## src/design/agcr_pkg.sv

```systemverilog
// Constants and carrier types for the acquisition register bank: gain,
// counter-chip ports, user-counter clock gating and the residual counter.
// Assumes the bank sits behind a byte-wide register port decoded by the
// board's bus bridge, and that the timer chip itself lives outside.

package agcr_pkg;

    ////////////////////////////////////////////////////////////////////////
    // Register offsets within the acquisition register window
    localparam logic [3:0] OFF_GAIN = 4'h7;
    localparam logic [3:0] OFF_USER_CTR = 4'h8;
    localparam logic [3:0] OFF_PACER_LO = 4'h9;
    localparam logic [3:0] OFF_PACER_HI = 4'hA;
    localparam logic [3:0] OFF_CTR_CTRL = 4'hB;
    localparam logic [3:0] OFF_CLK_CTRL = 4'hC;
    localparam logic [3:0] OFF_RES_LO = 4'hD;
    localparam logic [3:0] OFF_RES_HI = 4'hE;

    ////////////////////////////////////////////////////////////////////////
    // Field layouts
    localparam int GAIN_W = 2;
    localparam int RES_W = 10;
    localparam int RES_HI_W = 2;
    localparam logic [1:0] GAIN_10V = 2'h0;
    localparam logic [1:0] GAIN_5V = 2'h1;
    localparam logic [1:0] GAIN_2V5 = 2'h2;
    localparam logic [1:0] GAIN_1V25 = 2'h3;
    localparam int CLK_SEL_BIT = 0;
    localparam logic [7:0] READ_ZERO = 8'h00;

    ////////////////////////////////////////////////////////////////////////
    // FIFO sizing
    localparam int LEVEL_W = 11;
    localparam logic [10:0] FIFO_DEPTH = 11'h400;
    localparam logic [10:0] FIFO_HALF = 11'h200;

    ////////////////////////////////////////////////////////////////////////
    // Timing: onboard user clock derived from the system clock
    localparam int CLK_HZ = 10000000;
    localparam int ONBOARD_HZ = 100000;
    localparam int ONBOARD_HALF_CYC = CLK_HZ / (2 * ONBOARD_HZ);
    localparam int DIV_W = 6;

    ////////////////////////////////////////////////////////////////////////
    // Carriers
    typedef struct packed {
        logic wrEn;
        logic rdEn;
        logic [3:0] addr;
        logic [7:0] wrData;
    } agcr_bus_req_t;

    typedef struct packed {
        logic wrStb;
        logic rdStb;
        logic [1:0] addr;
        logic [7:0] wrData;
    } agcr_ctr_port_t;

    typedef enum logic [1:0] {
        RES_IDLE = 2'b00,
        RES_WAIT_HF = 2'b01,
        RES_COUNT = 2'b10,
        RES_DONE = 2'b11
    } agcr_res_state_t;

endpackage

```

## src/design/agcr_clkdiv.sv

```systemverilog
// Divider that derives the onboard 100 kHz user clock from the system clock.
// Assumes clk runs at the rate given in the package.
`timescale 1ns/1ns
`default_nettype none

module agcr_clkdiv (
    input wire logic clk,
    input wire logic rst_n,
    input wire logic ce,
    output logic clkOut
);
    import agcr_pkg::*;

    typedef struct packed {
        logic [DIV_W-1:0] cnt;
        logic lvl;
    } agcr_div_state_t;

    agcr_div_state_t q;
    agcr_div_state_t d;

    localparam logic [DIV_W-1:0] LAST = DIV_W'(ONBOARD_HALF_CYC - 1);

    ////////////////////////////////////////////////////////////////////////
    // Toggle the level every half period
    always_comb begin
        d = q;
        if (q.cnt == LAST) begin
            d.cnt = '0;
            d.lvl = ~q.lvl;
        end else begin
            d.cnt = q.cnt + DIV_W'(1);
        end
    end

    // Synchronous reset; a low enable freezes the phase
    always_ff @(posedge clk) begin
        if (!rst_n) begin
            q <= '0;
        end else if (ce) begin
            q <= d;
        end
    end

    assign clkOut = q.lvl; // Straight from the flop

endmodule // agcr_clkdiv

`default_nettype wire

```

## src/design/agcr_regs.sv

```systemverilog
// Acquisition register bank: gain select, timer-chip access ports, user
// counter clock gating, pacer chaining, FIFO fill tracking and the residual
// sample counter that raises the end-of-acquisition status.
// Assumes a byte register port with one-cycle read/write strobes, an external
// timer chip with an asynchronous read bus, and FIFO push/pop pulses.
`timescale 1ns/1ns
`default_nettype none

module agcr_regs (
    input wire logic clk,
    input wire logic rst_n,
    input wire logic ce,
    input wire agcr_pkg::agcr_bus_req_t busReq,
    output logic [7:0] rdData,
    output logic rdValid,
    output agcr_pkg::agcr_ctr_port_t ctrPort,
    input wire logic [7:0] ctrRdData,
    input wire logic extCtrClk,
    output logic userCtrClk,
    input wire logic pacerLowOut,
    output logic pacerHighClk,
    input wire logic unipolarSwitch,
    output logic rangeUnipolar,
    output logic [1:0] gainSel,
    input wire logic fifoPush,
    input wire logic fifoPop,
    output logic fifoHalfFull,
    input wire logic acquisitionEndIrqSelect,
    input wire logic irqFlagClear,
    output logic acquisitionEndFlag,
    output logic acquisitionEndIrq
);
    import agcr_pkg::*;

    ////////////////////////////////////////////////////////////////////////
    // State record
    typedef struct packed {
        logic [GAIN_W-1:0] gain;
        logic clkGateSel;
        logic [7:0] resLow;
        logic [RES_HI_W-1:0] resHigh;
        logic [RES_W-1:0] resCount;
        agcr_res_state_t resState;
        logic endFlag;
        logic endIrq;
        logic [LEVEL_W-1:0] level;
        logic halfFull;
        logic selPrev;
        logic [7:0] rdData;
        logic rdValid;
        logic ctrRdPend;
        agcr_ctr_port_t ctr;
        logic userClk;
        logic pacerClk;
        logic unipolar;
    } agcr_state_t;

    agcr_state_t q;
    agcr_state_t d;
    logic onboardClk;

    ////////////////////////////////////////////////////////////////////////
    // Onboard user clock source
    agcr_clkdiv i_agcr_clkdiv (
        .clk(clk),
        .rst_n(rst_n),
        .ce(ce),
        .clkOut(onboardClk)
    );

    ////////////////////////////////////////////////////////////////////////
    // Decode helpers
    logic isCtrAddr;
    logic [1:0] ctrIdx;
    logic [LEVEL_W-1:0] levelNext;
    logic hfRise;
    logic selRise;
    logic resWrite;

    // Counter-chip ports occupy four consecutive offsets
    assign isCtrAddr = (busReq.addr >= OFF_USER_CTR) && (busReq.addr <= OFF_CTR_CTRL);
    assign ctrIdx = 2'(busReq.addr - OFF_USER_CTR);
    assign resWrite = busReq.wrEn && ((busReq.addr == OFF_RES_LO) || (busReq.addr == OFF_RES_HI));

    // FIFO level; a push into a full FIFO is dropped, a pop from empty ignored
    always_comb begin
        levelNext = q.level;
        if (fifoPush && !fifoPop && (q.level < FIFO_DEPTH)) begin
            levelNext = q.level + LEVEL_W'(1);
        end else if (fifoPop && !fifoPush && (q.level != '0)) begin
            levelNext = q.level - LEVEL_W'(1);
        end
    end

    assign hfRise = (levelNext >= FIFO_HALF) && !q.halfFull;
    assign selRise = acquisitionEndIrqSelect && !q.selPrev;

    ////////////////////////////////////////////////////////////////////////
    // Next-state logic
    always_comb begin
        d = q;
        d.rdValid = 1'b0;
        d.ctrRdPend = 1'b0;
        d.ctr.wrStb = 1'b0;
        d.ctr.rdStb = 1'b0;
        d.selPrev = acquisitionEndIrqSelect;
        d.unipolar = unipolarSwitch;
        d.pacerClk = pacerLowOut;
        d.level = levelNext;
        d.halfFull = (levelNext >= FIFO_HALF);

        // User counter clock: gated onboard clock or the pin alone
        if (q.clkGateSel) begin
            d.userClk = onboardClk & extCtrClk;
        end else begin
            d.userClk = extCtrClk;
        end

        // Register writes; counter-chip writes pass through as one strobe
        if (busReq.wrEn) begin
            case (busReq.addr)
                OFF_GAIN: d.gain = busReq.wrData[GAIN_W-1:0];
                OFF_CLK_CTRL: d.clkGateSel = busReq.wrData[CLK_SEL_BIT];
                OFF_RES_LO: d.resLow = busReq.wrData;
                OFF_RES_HI: d.resHigh = busReq.wrData[RES_HI_W-1:0];
                default: d.ctr.wrStb = isCtrAddr;
            endcase
            if (isCtrAddr) begin
                d.ctr.addr = ctrIdx;
                d.ctr.wrData = busReq.wrData;
            end
        end

        // Reads: local registers answer next cycle, the chip one later
        if (busReq.rdEn) begin
            if (isCtrAddr) begin
                d.ctr.rdStb = 1'b1;
                d.ctr.addr = ctrIdx;
                d.ctrRdPend = 1'b1;
            end else begin
                d.rdValid = 1'b1;
                case (busReq.addr)
                    OFF_GAIN: d.rdData = {6'h00, q.gain};
                    OFF_CLK_CTRL: d.rdData = {7'h00, q.clkGateSel};
                    OFF_RES_LO: d.rdData = q.resLow;
                    OFF_RES_HI: d.rdData = {6'h00, q.resHigh};
                    default: d.rdData = READ_ZERO; // Unmapped reads as zero
                endcase
            end
        end
        if (q.ctrRdPend) begin
            d.rdData = ctrRdData; // Chip read bus settled during its strobe
            d.rdValid = 1'b1;
        end

        // Residual counter sequencing
        case (q.resState)
            RES_IDLE: begin
                if (selRise) begin
                    // Armed before any sample: count from the first one
                    // Empty FIFO at arming and a residual below 512: the first interrupt is the end one
                    d.resState = (q.level == '0) ? RES_COUNT : RES_WAIT_HF;
                end
            end
            RES_WAIT_HF: begin
                if (hfRise) begin
                    d.resState = RES_COUNT;
                end
            end
            RES_COUNT: begin
                if (q.resCount == '0) begin
                    d.endFlag = 1'b1;
                    d.resState = RES_DONE;
                end else if (fifoPush) begin
                    d.resCount = q.resCount - RES_W'(1);
                    if (q.resCount == RES_W'(1)) begin
                        d.endFlag = 1'b1;
                        d.resState = RES_DONE;
                    end
                end
            end
            RES_DONE: d.resState = RES_DONE;
            default: d.resState = RES_IDLE;
        endcase

        // Dropping the select disarms; done waits here until then
        if (!acquisitionEndIrqSelect) begin
            d.resState = RES_IDLE;
        end

        // Reload on any residual write, using the bytes just written
        if (resWrite) begin
            d.resCount = {d.resHigh, d.resLow};
            d.resState = RES_IDLE;
        end

        // Flag clear loses to a same-cycle set so no event is missed
        if (irqFlagClear && !(d.endFlag && !q.endFlag)) begin
            d.endFlag = 1'b0;
        end
        d.endIrq = d.endFlag && acquisitionEndIrqSelect;
    end

    ////////////////////////////////////////////////////////////////////////
    // State register
    always_ff @(posedge clk) begin
        if (!rst_n) begin
            q <= '0;
        end else if (ce) begin
            q <= d;
        end
    end

    ////////////////////////////////////////////////////////////////////////
    // Outputs, all from the state record
    assign rdData = q.rdData;
    assign rdValid = q.rdValid;
    assign ctrPort = q.ctr;
    assign userCtrClk = q.userClk;
    assign pacerHighClk = q.pacerClk;
    assign rangeUnipolar = q.unipolar;
    assign gainSel = q.gain;
    assign fifoHalfFull = q.halfFull;
    assign acquisitionEndFlag = q.endFlag;
    assign acquisitionEndIrq = q.endIrq;

endmodule // agcr_regs

`default_nettype wire

```

## config.mk

```make
export PLATFORM = sky130hd
export DESIGN_NAME = agcr_regs
export DESIGN_NICKNAME = d
export VERILOG_FILES = /design/src/design/agcr_pkg.sv /design/src/design/agcr_clkdiv.sv /design/src/design/agcr_regs.sv
export SDC_FILE = /design/constraint.sdc
export NUM_CORES = 1
export LEC_CHECK = 0
export BUFFER_PORTS_ARGS = -buffer_cell sky130_fd_sc_hd__buf_2
export CAP_MARGIN = 20
export CELL_PAD_IN_SITES_DETAIL_PLACEMENT = 1
export CELL_PAD_IN_SITES_GLOBAL_PLACEMENT = 2
export CORE_ASPECT_RATIO = 0.7
export CORE_MARGIN = 3
export CORE_UTILIZATION = 36
export CTS_CLUSTER_SIZE = 8
export DETAILED_ROUTE_END_ITERATION = 8
export PLACE_DENSITY = 0.82
export SYNTH_ARGS = -nofsm -noshare
export SYNTH_HDL_FRONTEND = slang
export SYNTH_HIERARCHICAL = 1
export SYNTH_SLANG_ARGS = --single-unit
```

## constraint.sdc

```tcl
create_clock -name clk -period 5.45 [get_ports clk]
set_input_delay 0.8175 -clock clk [delete_from_list [all_inputs] [get_ports clk]]
set_output_delay 0.8175 -clock clk [all_outputs]
set_load 0.03 [all_outputs]
```

==> qor.txt <==
Hold slack = 450 ps
Routed via count = 3685
Storage cell area = 1420 um2
Startpoint Class = flip-flop
Initial DRC count = 172
Synth Cell Area = 3980 um2
Yosys warning count = 6
Sw power = 0.426 mW
Crit path DAT = 2950 ps
Post-synth EDFFs = 0
RR Endpoint = q[48]
Row count = 31
Multiplexer share of the synthesized area = 3.77%
Io pins = 61
Fraction of the mapped netlist area in simple logic gates = 24.8%
Ant. Diodes = 0
Die width = 132 um
Max stage delay on crit path = 600 ps
Clock skew = 5.37 ps
Post-synthesis xor/xnor area fraction = 2.42%
WL final = 11700 um
R2R Setup Slk = 2730 ps
Final nets = 552
Synth Area in Compound Gates = 22.3%
Register area share after synthesis = 35.7%
# hold bufs at CTS = 0
Setup CP Type = flip-flop to flip-flop
CP Capture Type = flip-flop
Unrepaired setup endpoints after global routing = false
Worst-path fanout max = 19
CTS root buf = clkbuf_16
Final WS setup = 2730 ps
Syn Area/Cell = 8.13 um2
Post-Layout Cell Count = 666
CP bufs+invs = 1
Worst EP required = 5680 ps
Adder-cell share of the synthesized area = 2.20%
Hold EP = ctrPort[2]
Max Fclk = 368 MHz
Clk buf depth = 2
Worst slew pin tran = 1030 ps
Total core area = 10600 um2
H-tree depth = 3
Pint = 0.972 mW
Minimum clock period = 2720 ps
Hold path startpoint = ctrPort[2]
Seq cells post-synth = 71
Yosys cell types = 69
Switching Fraction = 30.5%
Initial Util = 37.7%
Post-synthesis to final-layout area growth = 12.7%
Period utilization = 49.9%
Number of post-CTS setup repair buffers = 0
PortBufs = 60
Routed Antenna Nets = 0
Combinational Power Share = 17.6%
Static Leak = 1.73 nW
First-pass GRT wire length = 19100 um
Sequence of cells on the critical path = inv_1, ha_1, or4b_1, o311a_1, o21ai_2, nor2_1, a32o_1
Tot GR Track Use = 19.3%
Outcome = complete, no violations
Cell family with most CP delay = compound AO/OA/AOI/OAI gates
DR vias/cell = 5.53
Cts repair resizes = 0
# DRC = 0
Hpwl dp = 8410 um
RePlAce Congestion = 0.805
Avg WL per Cell = 17.5 um
Post-synth ARST share = 0%
Worst slack, placed = 2470 ps
Sequential power share = 41.0%
Power Total = 1.40 mW
Vias in the first global route = 3532
R2R cell count = 7
Clk pwr share = 41.4%
Placed Cells = 649
Final Slew Violations = 0
Sum Neg Setup Slack = 0 ps
Worst hold stages = 2
Max cap viols = 0
Num Clock Sinks = 71
Area of the multi-input gates = 2210 um2
Crit-path slowest cell = o21ai_2
Clock Latency Late Sink = 340 ps
HP Class = flip-flop to flip-flop
Main combinational cell family by area after synthesis = simple AND/OR/NAND/NOR gates
Syn Nets = 529
Fill cells = 1304
Worst r2r src = q[42]
Initial antenna violation count = 0
Final hold vios = 0
Die ar. = 12400 um2
Layout cells sized above 1 = 18.9%
Clk pin slew, worst setup/hold paths = 60 ps
Final setup fails = 0
Mapped Cells = 490
First-pass detailed-route iteration total = 4
DIE HEIGHT = 94 um
Power Density = 312 nW/um2
TritonCTS clock tree = yes
Grt ovf = 0
Max rail drop VDD = 0.150 mV
Largest net degree at the start of global routing = 54
Worst slew margin = 31.4%
Total CTS buffers = 9
Top FF cell, synth = dfxtp_1
-- synthesized netlist by cell type, drive strengths merged (4+ instances only) --
cell type,n,share of area (%)
nand2b,8,1.3
mux2i,15,3.8
a22oi,7,1.3
xnor2,6,1.3
o21ai,20,2.9
nor2b,5,0.79
ha,7,2.2
xor2,5,1.1
nand2,55,5.2
dfxtp,71,36
nand3,17,2.3
a21oi,36,4.6
nor3b,6,1.3
o31ai,7,1.3
o211ai,10,1.9
nor4,7,1.1
a211oi,12,2.4
nor3,9,1.1
nand4,8,1.4
or3,6,0.94
inv,11,1.0
clkbuf,24,2.3
buf,29,5.5
or4,4,0.94
a2bb2oi,5,1.1
nor2,55,5.2
a221oi,6,1.3
-- cell type report --
type	count	share of cell area, %
repair buffers	65	7.47
inverters	12	1.00
flip-flops and latches	71	31.7
clock inverters	5	0.892
well taps	148	4.13
multi-input cells	354	49.2
clock buffers	11	5.63
-- metal layers --
| layer | up-vias | routed length, um | track usage (%) |
|---|---|---|---|
| met5 | - | 0 | 0 |
| met4 | 0 | 59 | 4.98 |
| met3 | 6 | 743 | 4.93 |
| met2 | 87 | 4770 | 26.8 |
| met1 | 1790 | 6110 | 29.1 |
| li1 | 1802 | - | - |
-- worst register-to-register path, cell delays in order (launching register included) --
cell     delay, ps
dfxtp_1        350
inv_1           90
ha_1           230
or4b_1         590
o311a_1        410
o21ai_2        600
nor2_1         120
a32o_1         230
-- cells by family (layout without fill, tap and decap cells) --
logic type      Yosys count  after routing
fa+ha+maj                 7              7
buf+inv                  65             93
compound gates          126            126
mux                      15             15
simple gates            195            195
xor+xnor                 11             11
flops                    71             71
-- registers in the layout, summed over array words and instances (netlist names), 2 cells and up --
register / count
q: 36
ctrPort: 11
rdData: 8
i_agcr_clkdiv/q: 6
gainSel: 2
-- power groups by stage --
stage	sequential, mW	combinational (mW)	clock [mW]
6_report	0.574	0.246	0.578
3_5_place_dp	0.584	0.244	0
4_1_cts	0.573	0.245	0.600
5_1_grt	0.577	0.273	0.617
3_3_place_gp	0.582	0.238	0
2_1_floorplan	0.575	0.193	0
-- cells in the final DEF, fill, tap and decap left out, drive strengths merged, types with 3 or more instances in the layout --
cell,n
dfxtp,71
nand2,55
ha,7
nor3b,6
o21ai,20
nand2b,8
mux2i,15
clkbuf,11
nor3,9
or3b,3
a22oi,7
clkinvlp,3
nor2,55
inv,13
buf,65
nand3,17
xnor2,6
a21oi,36
or4,4
o31ai,7
nand4,8
o211ai,10
nor4,7
nor2b,5
or2,3
a211oi,12
xor2,5
a221oi,6
or3,6
o41ai,3
a2bb2oi,5
-- through the flow --
stage	instance area [um2]	utilization [%]
6_report	4490	42.5
5_1_grt	4490	42.5
4_1_cts	4480	42.5
3_5_place_dp	4190	39.7
3_3_place_gp	4190	39.7
2_1_floorplan	3980	-
-- worst max-delay path by stage --
stage                     depth (start not counted)      from   endpoint  slack [ps]
after global placement                            6        ce  rdData[2]        2590
after global routing                              7     q[42]      q[48]        2510
after detailed placement                          6        ce  rdData[5]        2470
final                                             7     q[42]      q[48]        2730
after floorplan                                   7  fifoPush      q[40]        2870
after CTS                                         7     q[42]      q[48]        2720
Power figures use the tool's default switching activity.
